### src/design/ivp_pkg.sv
// package of constants for the interrupt priority and vector logic
// assumes a single clock domain and an ahb-lite register slave
//
// Notes on behaviour
// RULE1 - six groups pair sources for priority; group five holds ext6 alone
// RULE2 - group level is high bit, low bit
// RULE3 - equal levels resolved by fixed polling order
// RULE4 - disabled sources never raise a request
// RULE5 - flags set by events, cleared on acceptance
// RULE6 - each source maps to its fixed vector
// RULE7 - external zero wakes a stopped cpu
// RULE8 - priority in bits 5..0, watchdog bit inert
// RULE9 - external zero/one select edge or level
// RULE10 - ext4..6 rising edge, sources clear on read
// RULE11 - only strictly higher level preempts a handler
// RULE12 - serial request from receive or transmit flag
package ivp_pkg;

   localparam int NSRC = 11;

   // source indices in polling order
   localparam logic [3:0] SRC_EXT0 = 4'h0;
   localparam logic [3:0] SRC_SER1 = 4'h1;
   localparam logic [3:0] SRC_TMR0 = 4'h2;
   localparam logic [3:0] SRC_EXT2 = 4'h3;
   localparam logic [3:0] SRC_EXT1 = 4'h4;
   localparam logic [3:0] SRC_EXT3 = 4'h5;
   localparam logic [3:0] SRC_TMR1 = 4'h6;
   localparam logic [3:0] SRC_SER0 = 4'h7;
   localparam logic [3:0] SRC_EXT4 = 4'h8;
   localparam logic [3:0] SRC_EXT5 = 4'h9;
   localparam logic [3:0] SRC_EXT6 = 4'ha;

   // register indices; byte address is four times the index
   localparam logic [9:0] IDX_PRIO_LO = 10'h0a9;
   localparam logic [9:0] IDX_PRIO_HI = 10'h0b9;
   localparam logic [9:0] IDX_ENABLE  = 10'h0c0;
   localparam logic [9:0] IDX_TYPE    = 10'h0c1;
   localparam logic [9:0] IDX_FLAGS   = 10'h0c2;
   localparam logic [9:0] IDX_PERIPH  = 10'h0c3;
   localparam logic [9:0] IDX_STAT    = 10'h0c4;
   localparam logic [9:0] IDX_MASK    = 10'h0c5;
   localparam logic [9:0] IDX_STATE   = 10'h0c6;

   // reset values and fields
   localparam logic [7:0]  PRIO_RST    = 8'h00;
   localparam logic [10:0] ENABLE_RST  = 11'h000;
   localparam logic [3:0]  TYPE_RST    = 4'h0;
   localparam logic [10:0] MASK_RST    = 11'h000;
   localparam int          PRIO_GRP_W  = 6;
   localparam int          WDT_BIT     = 6;
   localparam int          TYPE_EXT0   = 0;
   localparam int          TYPE_EXT1   = 1;
   localparam int          TYPE_EXT2_R = 2;
   localparam int          TYPE_EXT3_R = 3;
   localparam logic [15:0] VEC_RESET   = 16'h0000;

   function automatic logic [2:0] grp_of(input logic [3:0] s);
      unique case (s)
         SRC_EXT0, SRC_SER1: grp_of = 3'h0;
         SRC_TMR0, SRC_EXT2: grp_of = 3'h1;
         SRC_EXT1, SRC_EXT3: grp_of = 3'h2;
         SRC_TMR1, SRC_EXT4: grp_of = 3'h3;
         SRC_SER0, SRC_EXT5: grp_of = 3'h4;
         default:            grp_of = 3'h5;
      endcase
   endfunction : grp_of

   function automatic logic [15:0] vec_of(input logic [3:0] s);
      unique case (s)
         SRC_EXT0: vec_of = 16'h0003;
         SRC_TMR0: vec_of = 16'h000b;
         SRC_EXT1: vec_of = 16'h0013;
         SRC_TMR1: vec_of = 16'h001b;
         SRC_SER0: vec_of = 16'h0023;
         SRC_SER1: vec_of = 16'h0083;
         SRC_EXT2: vec_of = 16'h004b;
         SRC_EXT3: vec_of = 16'h0053;
         SRC_EXT4: vec_of = 16'h005b;
         SRC_EXT5: vec_of = 16'h0063;
         SRC_EXT6: vec_of = 16'h006b;
         default:  vec_of = VEC_RESET;
      endcase
   endfunction : vec_of

endpackage : ivp_pkg

### src/design/ivp_ctrl.sv
// interrupt priority, polling and vector logic with ahb-lite registers
// assumes pins and events synchronous to hclk; cpu pulses int_ack and
// int_ret for one cycle each
`timescale 1ns/1ns
module ivp_ctrl
   import ivp_pkg::*;
#(
   parameter int PW = 4
) (
   input  wire logic          hclk,         // cpu clock
   input  wire logic          hresetn,      // async reset, active low
   input  wire logic          hsel,         // slave select
   input  wire logic [31:0]   haddr,        // byte address
   input  wire logic [1:0]    htrans,       // transfer type
   input  wire logic          hwrite,       // write when high
   input  wire logic [2:0]    hsize,        // word only
   input  wire logic [31:0]   hwdata,       // write data
   input  wire logic          hready,       // bus ready
   output logic [31:0]        hrdata,       // read data
   output logic               hreadyout,    // slave ready
   output logic               hresp,        // always okay
   input  wire logic          ext0_n,       // wake capable external input
   input  wire logic          ext1_n,       // external one input
   input  wire logic          ext2_pin,     // external two input
   input  wire logic          ext3_pin,     // external three input
   input  wire logic [PW-1:0] ext4_src,     // ext4 peripheral event pulses
   input  wire logic [PW-1:0] ext5_src,     // ext5 peripheral event pulses
   input  wire logic [PW-1:0] ext6_src,     // ext6 peripheral event pulses
   input  wire logic          tmr0_ovf,     // timer zero overflow pulse
   input  wire logic          tmr1_ovf,     // timer one overflow pulse
   input  wire logic          ser0_rx,      // serial zero receive flag
   input  wire logic          ser0_tx,      // serial zero transmit flag
   input  wire logic          ser1_rx,      // serial one receive flag
   input  wire logic          ser1_tx,      // serial one transmit flag
   input  wire logic          cpu_stopped,  // cpu in stop state
   input  wire logic          int_ack,      // cpu accepts request
   input  wire logic          int_ret,      // handler returned
   output logic               int_req,      // request to cpu
   output logic [15:0]        int_vector,   // vector of request
   output logic [1:0]         int_level,    // level of request
   output logic               wake_req,     // wake from stop
   output logic               irq           // status interrupt line
);

   // ==========================================================
   // registers
   logic [7:0]      prio_lo_r, prio_hi_r;
   logic [10:0]     en_r, mask_r, stat_r, flag_r;
   logic [3:0]      type_r, is_r;
   logic [3*PW-1:0] periph_r;
   logic [2:0]      por_prev_r;
   logic            ext0_prev_r, ext1_prev_r, ext2_prev_r, ext3_prev_r;
   logic            wr_pend_r, rd_pend_r;
   logic [9:0]      idx_r;
   logic [31:0]     hrdata_r;
   logic            int_req_r;
   logic [15:0]     vec_r;
   logic [3:0]      win_idx_r;
   logic [1:0]      win_lvl_r;

   // ==========================================================
   // bus decode
   wire        addr_ok = hsel & htrans[1] & hready;
   wire        wr_fire = wr_pend_r;
   wire        rd_fire = rd_pend_r;
   wire [31:0] w1c     = (wr_fire && idx_r == IDX_STAT) ? hwdata : 32'h0;
   wire        rd_per  = rd_fire && idx_r == IDX_PERIPH;

   assign hreadyout = ~rd_pend_r;
   assign hresp     = 1'b0;
   assign hrdata    = hrdata_r;

   always_ff @(posedge hclk or negedge hresetn) begin
      if (!hresetn) begin
         wr_pend_r <= 1'b0;
         rd_pend_r <= 1'b0;
         idx_r     <= 10'h000;
      end else begin
         wr_pend_r <= addr_ok & hwrite;
         rd_pend_r <= addr_ok & ~hwrite;
         if (addr_ok) idx_r <= haddr[11:2];
      end
   end

   logic [31:0] rd_mux;
   always_comb begin
      rd_mux = 32'h0;
      unique case (idx_r)
         IDX_PRIO_LO: rd_mux[7:0]        = prio_lo_r;
         IDX_PRIO_HI: rd_mux[7:0]        = prio_hi_r;
         IDX_ENABLE:  rd_mux[10:0]       = en_r;
         IDX_TYPE:    rd_mux[3:0]        = type_r;
         IDX_FLAGS:   rd_mux[10:0]       = flag_r;
         IDX_PERIPH:  rd_mux[3*PW-1:0]   = periph_r;
         IDX_STAT:    rd_mux[10:0]       = stat_r;
         IDX_MASK:    rd_mux[10:0]       = mask_r;
         IDX_STATE:   rd_mux[21:0]       = {int_req_r, win_lvl_r, win_idx_r, vec_r[10:0], is_r};
         default:     rd_mux             = 32'h0;
      endcase
   end

   // ==========================================================
   // software registers
   always_ff @(posedge hclk or negedge hresetn) begin
      if (!hresetn) begin
         prio_lo_r <= PRIO_RST;
         prio_hi_r <= PRIO_RST;
         en_r      <= ENABLE_RST;
         type_r    <= TYPE_RST;
         mask_r    <= MASK_RST;
         hrdata_r  <= 32'h0;
      end else begin
         if (rd_fire) hrdata_r <= rd_mux;
         if (wr_fire) begin
            unique case (idx_r)
               IDX_PRIO_LO: prio_lo_r <= {1'b0, hwdata[6:0]};
               IDX_PRIO_HI: prio_hi_r <= {2'b00, hwdata[5:0]};
               IDX_ENABLE:  en_r      <= hwdata[10:0];
               IDX_TYPE:    type_r    <= hwdata[3:0];
               IDX_MASK:    mask_r    <= hwdata[10:0];
               default:     ;
            endcase
         end
      end
   end

   // ==========================================================
   // source events
   logic [2:0]  por;
   logic [10:0] set_v;
   always_comb begin
      por[0] = |periph_r[0 +: PW];
      por[1] = |periph_r[PW +: PW];
      por[2] = |periph_r[2*PW +: PW];
      set_v = '0;
      set_v[SRC_EXT0] = type_r[TYPE_EXT0] ? (ext0_prev_r & ~ext0_n) : ~ext0_n; // RULE9
      set_v[SRC_EXT1] = type_r[TYPE_EXT1] ? (ext1_prev_r & ~ext1_n) : ~ext1_n; // RULE9
      set_v[SRC_EXT2] = type_r[TYPE_EXT2_R] ? (~ext2_prev_r & ext2_pin)
                                            : (ext2_prev_r & ~ext2_pin);
      set_v[SRC_EXT3] = type_r[TYPE_EXT3_R] ? (~ext3_prev_r & ext3_pin)
                                            : (ext3_prev_r & ~ext3_pin);
      set_v[SRC_EXT4] = por[0] & ~por_prev_r[0];  // RULE10
      set_v[SRC_EXT5] = por[1] & ~por_prev_r[1];  // RULE10
      set_v[SRC_EXT6] = por[2] & ~por_prev_r[2];  // RULE10
      set_v[SRC_TMR0] = tmr0_ovf;
      set_v[SRC_TMR1] = tmr1_ovf;
      set_v[SRC_SER0] = ser0_rx | ser0_tx;        // RULE12
      set_v[SRC_SER1] = ser1_rx | ser1_tx;        // RULE12
   end

   wire [10:0] ack_clr = (int_ack & int_req_r) ? (11'h001 << win_idx_r) : 11'h000;
   wire [10:0] new_ev  = set_v & ~flag_r;
   wire [3*PW-1:0] per_in = {ext6_src, ext5_src, ext4_src};

   always_ff @(posedge hclk or negedge hresetn) begin
      if (!hresetn) begin
         flag_r      <= '0;
         stat_r      <= '0;
         periph_r    <= '0;
         por_prev_r  <= '0;
         ext0_prev_r <= 1'b1;
         ext1_prev_r <= 1'b1;
         ext2_prev_r <= 1'b0;
         ext3_prev_r <= 1'b0;
      end else begin
         flag_r      <= (flag_r & ~ack_clr) | set_v;           // RULE5
         stat_r      <= (stat_r & ~w1c[10:0]) | new_ev;
         periph_r    <= (rd_per ? '0 : periph_r) | per_in;     // RULE10
         por_prev_r  <= por;
         ext0_prev_r <= ext0_n;
         ext1_prev_r <= ext1_n;
         ext2_prev_r <= ext2_pin;
         ext3_prev_r <= ext3_pin;
      end
   end

   assign irq = |(stat_r & mask_r);

   // ==========================================================
   // arbitration
   wire [10:0] pend = flag_r & en_r;                           // RULE4
   logic [3:0] win_idx;
   logic [1:0] win_lvl, lvl, cur_lvl;
   logic       win_any;
   logic [2:0] g;
   always_comb begin
      win_idx = 4'h0;
      win_lvl = 2'b00;
      win_any = 1'b0;
      lvl     = 2'b00;
      g       = 3'h0;
      for (int i = NSRC - 1; i >= 0; i--) begin
         g   = grp_of(4'(i));                                   // RULE1
         lvl = {prio_hi_r[g], prio_lo_r[g]};                    // RULE2 RULE8
         if (pend[i] && (!win_any || lvl >= win_lvl)) begin     // RULE3
            win_idx = 4'(i);
            win_lvl = lvl;
            win_any = 1'b1;
         end
      end
      cur_lvl = is_r[3] ? 2'd3 : is_r[2] ? 2'd2 : is_r[1] ? 2'd1 : 2'd0;
   end

   wire preempt = (is_r == 4'h0) || (win_lvl > cur_lvl);       // RULE11
   wire [3:0] is_top = is_r[3] ? 4'h8 : is_r[2] ? 4'h4 : is_r[1] ? 4'h2 : is_r[0] ? 4'h1 : 4'h0;
   // a return and a preempting accept may share a cycle; keep both
   wire [3:0] is_set = (int_ack && int_req_r) ? (4'h1 << win_lvl_r) : 4'h0;
   wire [3:0] is_clr = int_ret ? is_top : 4'h0;

   always_ff @(posedge hclk or negedge hresetn) begin
      if (!hresetn) begin
         int_req_r <= 1'b0;
         vec_r     <= VEC_RESET;
         win_idx_r <= 4'h0;
         win_lvl_r <= 2'b00;
         is_r      <= 4'h0;
      end else begin
         int_req_r <= win_any & preempt & ~int_ack & ~int_ret;
         vec_r     <= vec_of(win_idx);                          // RULE6
         win_idx_r <= win_idx;
         win_lvl_r <= win_lvl;
         is_r      <= (is_r & ~is_clr) | is_set;               // RULE11
      end
   end

   assign int_req    = int_req_r;
   assign int_vector = vec_r;
   assign int_level  = win_lvl_r;
   // works with hclk halted: no flop, the pin gated by cpu_stopped and the external zero enable
   assign wake_req   = cpu_stopped & en_r[SRC_EXT0] & ~ext0_n;  // RULE7
endmodule : ivp_ctrl

### config.mk
export PLATFORM = sky130hd
export DESIGN_NAME = ivp_ctrl
export DESIGN_NICKNAME = d
export VERILOG_FILES = /design/src/design/ivp_pkg.sv /design/src/design/ivp_ctrl.sv
export SDC_FILE = /design/constraint.sdc
export NUM_CORES = 1
export LEC_CHECK = 0
export BUFFER_PORTS_ARGS = -buffer_cell sky130_fd_sc_hd__buf_2
export CAP_MARGIN = 10
export CORE_MARGIN = 2
export CORE_UTILIZATION = 49
export DETAILED_ROUTE_END_ITERATION = 8
export PLACE_DENSITY = 0.82
export SLEW_MARGIN = 20
export SYNTH_ARGS = -nofsm -noshare
export SYNTH_HDL_FRONTEND = slang
export SYNTH_SLANG_ARGS = --single-unit
### constraint.sdc
create_clock -name hclk -period 13.6 [get_ports hclk]
set_input_delay 1.36 -clock hclk [delete_from_list [all_inputs] [get_ports hclk]]
set_output_delay 1.36 -clock hclk [all_outputs]
set_load 0.02 [all_outputs]
# ---- Yosys cells after proc, flatten, opt, wreduce, memory -nomap -nowiden
# Memories as Yosys holds them, arrays and structs flattened. A register that Yosys moved wholly into a read port is not among the register bits.
# Cells that the tools add are included.
dict set report totals {
  ff_bits 141
  latchBits 0
  ramBits 0
  rom_bits 112
  output_inout_bits 55
  elab_cells 192
  mem_count 1
}
dict set report op_classes {
  add_sub_neg 0
  mul 0
  div_mod_pow 0
  n_lt_le_gt_ge 11
  eq_ne 9
  n_shift 2
  n_mux 54
  bitwise_logic 48
  reduce_logical 45
}
# memory depth width read_ports rd_ports_with_merged_regs write_ports line
set mem_list {}
lappend mem_list {{(no name shown)} 16 7 1 1 0 ivp_pkg.sv:70} ;# unique case (s)
# operator count
set ops {}
lappend ops {{$eq 10x8->1 const B} 9}
lappend ops {{$mux 4} 14}
lappend ops {{$and 11x11->11} 5}
lappend ops {{$pmux 4 s9} 1}
lappend ops {{$not 11->11} 3}
lappend ops {{$pmux 4 s8} 1}
lappend ops {{$mux 2} 14}
lappend ops {{$mux 11} 2}
lappend ops {{$or 11x11->11} 2}
lappend ops {{$ge 2x2->1} 10}
lappend ops {{$and 1x1->1} 19}
lappend ops {{$pmux 3 s6} 1}
lappend ops {{$mux 1} 17}
lappend ops {{$logic_and 1x1->1} 13}
lappend ops {{$not 1->1} 13}
lappend ops {{$mux 12} 1}
lappend ops {{$or 12x12->12} 1}
lappend ops {{$reduce_or 4->1} 3}
lappend ops {{$logic_not 1->1} 11}
lappend ops {{$logic_or 1x1->1} 11}
lappend ops {{$reduce_or 11->1} 1}
lappend ops {{$shl 1x4->11 const A} 1}
lappend ops {{$mux 10} 1}
lappend ops {{$reduce_and 2->1} 5}
lappend ops {{9 further kinds} 10}

# ---- Depth between registers and ports, before layout
# Gate-level depths: netlist of run 1.
dict set report depth {
  depth_word 47
  depth_mapped 70
  mapped_depth_nobuf 68
}

# ---- Worst setup path before layout of run 1
# Ideal clock, no wire load.
dict set report synth_path {
  kind {reg2reg}
  from {register flag_r[10]}
  to {register vec_r[3] (netlist: int_vector[3])}
  setup_time_ns 0.147
  arrival_ns 12.844
  required_ns 13.453
  path_slack_ns 0.608
  path_stages_with_launch 67
  n_path_buf 2
  synth_period_minus_slack_ns 12.992
  path_cell_list {dfrtp_1 > and3_1 > ha_1 > nand2b_1 > a211o_1 > a32oi_1 > inv_1 > ha_1 > nand2b_1 > a221oi_1 > or2_2 > clkbuf_2 > nor2_1 > a21oi_1 > ha_1 > nand2b_1 > a211oi_2 > or2_0 > (+31 left out) > a211oi_2 > a21oi_1 > ha_1 > nand2b_1 > a21oi_1 > a21o_1 > o21ai_0 > o22ai_1 > ha_1 > nand2b_1 > a21oi_1 > a21oi_1 > nor2_1 > o21ai_0 > ha_1 > or2_2 > a2111o_1 > a21boi_0}
}
dict set report synth_via {
  elab_chain_cells 42
  word_cells_on_any_way 72
}
# item line
set synth_rtl {}
lappend synth_rtl {{from (decl)} ivp_ctrl.sv:48} ;# logic [10:0] en_r, mask_r, stat_r, flag_r;
lappend synth_rtl {{from (signal assigned)} ivp_ctrl.sv:166} ;# flag_r <= (flag_r & ~ack_clr) | set_v;
lappend synth_rtl {{$and 11x11->11 (*)} ivp_ctrl.sv:181} ;# wire [10:0] pend = flag_r & en_r;
lappend synth_rtl {{$mux 2 or $mux 1 (tied branches)} ivp_ctrl.sv:195} ;# if (pend[i] && (!win_any || lvl >= win_lvl)) begin
lappend synth_rtl {{$ge 2x2->1 or $logic_not 1->1 (tied branches)} ivp_ctrl.sv:195}
lappend synth_rtl {{$logic_or 1x1->1} ivp_ctrl.sv:195}
lappend synth_rtl {{$logic_and 1x1->1} ivp_ctrl.sv:195}
lappend synth_rtl {{$mux 2 or $mux 1 (tied branches)} ivp_ctrl.sv:195}
lappend synth_rtl {{$ge 2x2->1 or $logic_not 1->1 (tied branches)} ivp_ctrl.sv:195}
lappend synth_rtl {{$logic_or 1x1->1} ivp_ctrl.sv:195}
lappend synth_rtl {{(+26 left out)} n/a}
lappend synth_rtl {{$ge 2x2->1 or $logic_not 1->1 (tied branches)} ivp_ctrl.sv:195}
lappend synth_rtl {{$logic_or 1x1->1} ivp_ctrl.sv:195}
lappend synth_rtl {{$logic_and 1x1->1} ivp_ctrl.sv:195}
lappend synth_rtl {{$mux 2 or $mux 1 (tied branches)} ivp_ctrl.sv:195}
lappend synth_rtl {{$ge 2x2->1 or $logic_not 1->1 (tied branches)} ivp_ctrl.sv:195}
lappend synth_rtl {{$logic_or 1x1->1} ivp_ctrl.sv:195}
lappend synth_rtl {{$logic_and 1x1->1} ivp_ctrl.sv:195}
lappend synth_rtl {{$mux 4 (*)} ivp_ctrl.sv:195}
lappend synth_rtl {{to (decl)} ivp_ctrl.sv:57} ;# logic [15:0] vec_r;
# Every way passes the cells marked *; elsewhere a longest branch is shown, timed or not.
# A chain may end at the register's enable or synchronous reset.

# ---- Final worst setup path of run 1
# Ends and elaborated chain as after synthesis.

==> flow_metrics.tcl, run 1 <==
set metrics [dict create \
    outcome "finished clean" \
    fp.dieW_um 121.2 \
    relSlewSlack 0.3252 \
    fin_skew_ns 0.009666 \
    avgRoutedWirePerCell_um 20.61 \
    post-route-util 0.6193 \
    seqPwrFrac 0.381 \
    hpwl_mm 13.70 \
    final-setup-viol-count 0 \
    grt_pass1_vias 5660 \
    placedCellCount 925 \
    antenna_found_initial 0 \
    min-delay-path-class "reg -> reg" \
    muxShareOfSynthArea 0.08910 \
    synth_cell_type_count 69 \
    cts-root-buf "clkbuf_16" \
    start_kind "flop" \
    pwr-share-clk 0.398 \
    coreArea_mm2 0.01335 \
    layout.nets 904 \
    clk_latency_ns 0.43 \
    multi_input_area_mm2 0.003329 \
    power.internal_mw 0.8651 \
    ioPinCount 154 \
    area_growth_pct 22.90 \
    synth_seq_cells 128 \
    drv_slew 0 \
    final_common_cell "dfrtp_1" \
    gr-usage-all-layers 0.2723 \
    final_cell_area_mm2 0.008267 \
    hold_viol_final 0 \
    final_cell_mix "dfrtp_1 (125), buf_2 (82), nand2_1 (74)" \
    worstSetupEndpointType "flop" \
    synth_compound_area_frac 0.1983 \
    synth_fa_ha_area_frac 0.04464 \
    ant_nets 0 \
    finalPower_mw 1.247 \
    layout_min_cycle_time_ns 13.16 \
    avgSynthCellArea_um2 10.19 \
    start_util 0.5039 \
    ys_async_sr_fraction 1.000 \
    wl_mm 19.99 \
    syn_inst 660 \
    drtPass1Iterations 8 \
    powerDensity_mw_per_mm2 150.8 \
    tightest_slew_ns 1.008 \
    cts_buffers 17 \
    layout-drive-gt1-share 0.3073 \
    clk_pin_slew_ns 0.06 \
    cp_max_fo 5 \
    power_switching_share 0.3061 \
    cap_violations 0 \
    gp_congestion 0.9390 \
    htreeDepth 4 \
    vias 6025 \
    antenna_cells 0 \
    post-route-drc-count 0 \
    p_leak_nw 3.708 \
    grt_pass1_wl_mm 30.18 \
    overflow 0 \
    viasPerCell 6.211 \
    synth_edf_count 0 \
    ctsLongestPathBuffers 2 \
    grt_max_degree 81 \
    rows 42 \
    drtIter0Drc 703 \
    path_common_cell "ha_1" \
    synthesis.area_mm2 0.006726 \
    arrival_ns 13.46 \
    period_share 0.9677 \
    place_area_mm2 0.007393 \
    slowest_stage "dfrtp_2" \
    ys.warnings.count 0 \
    crit_type "reg -> reg" \
    seqCellArea_mm2 0.003207 \
    port_buffers 83 \
    combPwrFrac 0.221 \
    cp_top_family "compound AO/OA/AOI/OAI gates" \
    synth_top_family_by_area "compound AO/OA/AOI/OAI gates" \
    synth_simple_gate_area_frac 0.1330 \
    die_area_mm2 0.01468 \
    ir_drop_v 0.0001091 \
    cts_tree "done" \
    die_y_um 121.2 \
    synth_xor_area_frac 0.001302 \
    slowest_delay_ns 0.46 \
    synth-seq-area-share 0.4766 \
    cts.sinks 128 \
    fmax_ghz 0.07599 \
    ys.flop_type "dfrtp_1" \
    fin_cells 970 \
    critPathBufInv 5 \
    fill_cells 1039 \
    p_switching_mw 0.3817 \
    critPathRequiredTime_ns 13.90 \
]
-- routing by layer --
metal | part of all wire | GRT usage | up-vias | wire length (um)
met3 | 0.086 | 0.05498 | 79 | 1718
met2 | 0.48 | 0.4421 | 395 | 9640
met1 | 0.39 | 0.3442 | 2934 | 7787
li1 | - | - | 2617 | -
met5 | 0 | 0 | - | 0
met4 | 0.042 | 0.1430 | 0 | 848
-- cell usage after synthesis (4+ instances only) --
master,instances,share of area
nor2_1,32,0.018
clkbuf_1,17,0.0095
nand2b_1,13,0.012
dfrtp_1,126,0.47
a222oi_1,4,0.0060
a31oi_1,9,0.0084
nand3_1,18,0.013
mux2i_1,7,0.010
inv_1,30,0.017
mux2_2,47,0.079
o21ai_0,49,0.036
nor3_1,5,0.0037
buf_4,24,0.027
and2_1,5,0.0047
a22oi_1,25,0.028
a221oi_1,12,0.016
a21oi_1,25,0.019
nor4_1,4,0.0037
nor2b_1,4,0.0037
or2_2,5,0.0047
ha_1,24,0.045
and3_1,4,0.0037
nor3b_1,4,0.0045
a21o_1,25,0.028
nand2_1,75,0.042
o31ai_1,9,0.010
-- flip-flops by register name (all words and copies together), names as in the netlist, 2 cells and up --
| signal | count |
|---|---|
| type_r | 4 |
| prio_lo_r | 7 |
| win_idx_r | 4 |
| is_r | 4 |
| flag_r | 11 |
| en_r | 11 |
| int_level | 2 |
| idx_r | 10 |
| stat_r | 11 |
| por_prev_r | 3 |
| hrdata | 19 |
| int_vector | 6 |
| mask_r | 11 |
| prio_hi_r | 6 |
| periph_r | 12 |
-- logic make-up (layout without fill, tap and decap cells) --
family,Yosys count,in the layout
AOI/OAI and AO/OA,192,192
and+or+nand+nor,185,185
DFF,128,128
buffers and inverters,75,187
muxes,54,54
adders and majority gates,24,24
other,1,23
xor gates and xnor gates,1,1
-- stage by stage --
step	setup WS [ns]	hold slack [ns]	TNS, ns
finish	0.4397	0.4540	0
CTS	0.04223	0.4522	0
global placement	0.03075	0.4391	0
floorplan	0.6085	0.4287	0
detailed placement	-0.04203	0.4468	-0.06487
global route	-0.1610	0.4820	-0.2015
-- final cells by class --
type	count	area share
well taps	176	0.02664
inverters	31	0.01408
repair buffers	124	0.09021
multi-input cells	479	0.4028
flip-flops and latches	128	0.3879
clock buffers	20	0.05646
clock inverters	12	0.02195
-- power groups by stage --
| stage | clock (mW) | combinational (mW) | sequential (mW) |
|---|---|---|---|
| floorplan | 0 | 0.147 | 0.465 |
| global placement | 0 | 0.232 | 0.475 |
| detailed placement | 0 | 0.238 | 0.477 |
| CTS | 0.497 | 0.244 | 0.471 |
| global route | 0.515 | 0.300 | 0.477 |
| finish | 0.496 | 0.276 | 0.475 |
-- path summary, 6_finish.rpt --
path                                    startpoint  slack (ns)  depth (start not counted)                  endpoint
setup / recovery              flag_r[10]$_DFF_PN0_        0.44                         64   int_vector[3]$_DFF_PN0_
hold / removal             por_prev_r[0]$_DFF_PN0_        0.45                          1       stat_r[8]$_DFF_PN0_
setup reg to reg              flag_r[10]$_DFF_PN0_        0.44                         64   int_vector[3]$_DFF_PN0_
hold reg to reg            por_prev_r[0]$_DFF_PN0_        0.45                          1       stat_r[8]$_DFF_PN0_
max in group asynchronous                  hresetn       11.47                          3     ext0_prev_r$_DFF_PN1_
min in group asynchronous                  hresetn        0.96                          1  prio_lo_r[4]$_DFFE_PN0P_
-- what timing repair did --
| item | 4_1_cts | 5_1_grt |
|---|---|---|
| hold buffers | 0 | 0 |
| endpoints found under the setup margin | 2 | 12 |
| pin swaps | 0 | 21 |
| buffers inserted | 0 | 12 |
| resized for setup | 6 | 27 |
(Power assumes the default switching activity.)
==> run 2: changes to the inputs <==
BUFFER_PORTS_ARGS = -buffer_cell sky130_fd_sc_hd__buf_4   (was -buffer_cell sky130_fd_sc_hd__buf_2)
CORE_UTILIZATION = 51   (was 49)
CTS_BUF_LIST = sky130_fd_sc_hd__clkbuf_4   (was unset)
HOLD_SLACK_MARGIN = 0.1   (was unset)
PLACE_DENSITY = 0.85   (was 0.82)
==> flow_metrics.tcl, run 2 (synthesis results as in run 1) <==
set metrics [dict create \
    min-delay-path-class "reg -> reg" \
    relSlewSlack 0.3537 \
    path_common_cell "ha_1" \
    drtPass1Iterations 8 \
    hpwl_mm 14.26 \
    final_cell_mix "buf_4 (131), dfrtp_1 (125), nand2_1 (75)" \
    timing.rr.end "int_vector[3]$_DFF_PN0_" \
    gr-usage-met3 0.06609 \
    min_delay_worst_endpoint "stat_r[8]$_DFF_PN0_" \
    power_switching_share 0.3389 \
    cts.sinks 128 \
    slowest_stage "dfrtp_2" \
    critPathBufInv 6 \
    p_leak_nw 3.648 \
    final_common_cell "buf_4" \
    p_switching_mw 0.3599 \
    clk_latency_ns 0.57 \
    tightest_slew_ns 0.9659 \
    ioPinCount 154 \
    cts_buffers 17 \
    antenna_found_initial 1 \
    gp_congestion 0.9570 \
    whs_ns 0.4653 \
    worstSetupEndpointType "flop" \
    grt_pass1_vias 5907 \
    met1_usage 0.3420 \
    met2_usage 0.4673 \
    port_buffers 83 \
    critPathRequiredTime_ns 14.03 \
    htreeDepth 4 \
    start_kind "flop" \
    ir_drop_v 0.00005373 \
    hold_buffers 0 \
    fmax_ghz 0.07640 \
    vias 5956 \
    violations "design-rule violations" \
    ctsLongestPathBuffers 2 \
    holdPathStages 1 \
    cap_violations 0 \
    grt_pass1_wl_mm 30.09 \
    gr-usage-all-layers 0.2741 \
    regToRegSetupSlack_ns 0.51 \
    worst_r2r_path_depth 66 \
    outcome "finished, violations left" \
    pwr-share-clk 0.284 \
    fin_skew_ns 0.02020 \
    rows 41 \
    fp.dieW_um 118.8 \
    layout-drive-gt1-share 0.3130 \
    grt_max_degree 87 \
    seqPwrFrac 0.444 \
    powerDensity_mw_per_mm2 129.5 \
    final-setup-viol-count 0 \
    arrival_ns 13.52 \
    cp_max_fo 6 \
    hold_viol_final 0 \
    period_share 0.9624 \
    clk_pin_slew_ns 0.12 \
    drv_slew 0 \
    cts_tree "done" \
    layout_min_cycle_time_ns 13.09 \
    cts-root-buf "clkbuf_4" \
    busiest_layer "met2" \
    crit_type "reg -> reg" \
    combPwrFrac 0.272 \
    avgRoutedWirePerCell_um 19.75 \
    ant_nets 0 \
    die_y_um 118.8 \
    min_from "por_prev_r[0]$_DFF_PN0_" \
    overflow 0 \
    drtIter0Drc 583 \
    coreArea_mm2 0.01277 \
    die_area_mm2 0.01412 \
    layout.nets 912 \
    post-route-drc-count 1 \
    cp_top_family "compound AO/OA/AOI/OAI gates" \
    power.internal_mw 0.7023 \
    viasPerCell 6.109 \
    r2r_start "flag_r[10]$_DFF_PN0_" \
    area_growth_pct 21.91 \
    start_util 0.5266 \
    largest_register_ffs 19 \
    post-route-util 0.6420 \
    wl_mm 19.26 \
    slowest_delay_ns 0.47 \
]
run 2: cell type report:
type,count,area [um^2]
inverters,31,116.4
clock inverters,15,209.0
clock buffers,17,127.6
repair buffers,132,994.7
fillers,965,4573
multi-input cells,479,3328
diodes,1,2.502
flip-flops and latches,128,3207
well taps,172,215.2
run 2: metrics by stage:
| stage | setup slack, ns | area (um^2) | cells | setup TNS, ns | total power, mW |
|---|---|---|---|---|---|
| floorplan | 0.6085 | 6809 | 682 | 0 | 0.6115 |
| global placement | 0.2839 | 7676 | 932 | 0 | 0.7223 |
| detailed placement | -0.04295 | 7676 | 932 | -0.06963 | 0.7361 |
| CTS | 0.02935 | 8024 | 964 | 0 | 1.035 |
| global route | -0.1347 | 8200 | 975 | -0.2110 | 1.110 |
| finish | 0.5117 | 8200 | 975 | 0 | 1.062 |
run 2: what timing repair did:
action | in CTS | in global routing
setup endpoints to repair | 2 | 12
buffers inserted | 0 | 10
resized for setup | 3 | 26
pin swaps | 1 | 17
run 2: worst register-to-register path: cells and delay by family, from the launching register on:
family	cells	cell delay, ns
multiplexers	2	0.69
AO/OA/AOI/OAI	25	4.71
AND/OR/NAND/NOR	22	3.42
adder cells (fa/ha/maj)	11	2.88
flip-flops	1	0.47
buffers and inverters	6	0.80
run 2: power groups by stage:
| stage | Clock, mW | Sequential, mW | Combinational (mW) |
|---|---|---|---|
| floorplan | 0 | 0.465 | 0.147 |
| finish | 0.302 | 0.472 | 0.289 |
| global placement | 0 | 0.473 | 0.249 |
| CTS | 0.304 | 0.468 | 0.263 |
| global route | 0.320 | 0.474 | 0.316 |
| detailed placement | 0 | 0.475 | 0.261 |
run 2: worst max path at each step:
stage	start	endpoint	slack (ns)	cells after the start
finish	flag_r[10]$_DFF_PN0_	int_vector[3]$_DFF_PN0_	0.51	66
global route	flag_r[10]$_DFF_PN0_	int_vector[3]$_DFF_PN0_	-0.13	66
CTS	flag_r[10]$_DFF_PN0_	int_req$_DFF_PN0_	0.03	66
detailed placement	flag_r[10]$_DFF_PN0_	int_vector[3]$_DFF_PN0_	-0.04	64
global placement	flag_r[10]$_DFF_PN0_	int_req$_DFF_PN0_	0.28	66
floorplan	flag_r[10]$_DFF_PN0_	int_vector[3]$_DFF_PN0_	0.61	66
run 2: layer usage:
layer / share of wire / wire (um)
met1: 0.39 / 7427
met5: 0 / 0
met2: 0.49 / 9439
met3: 0.091 / 1755
met4: 0.033 / 638
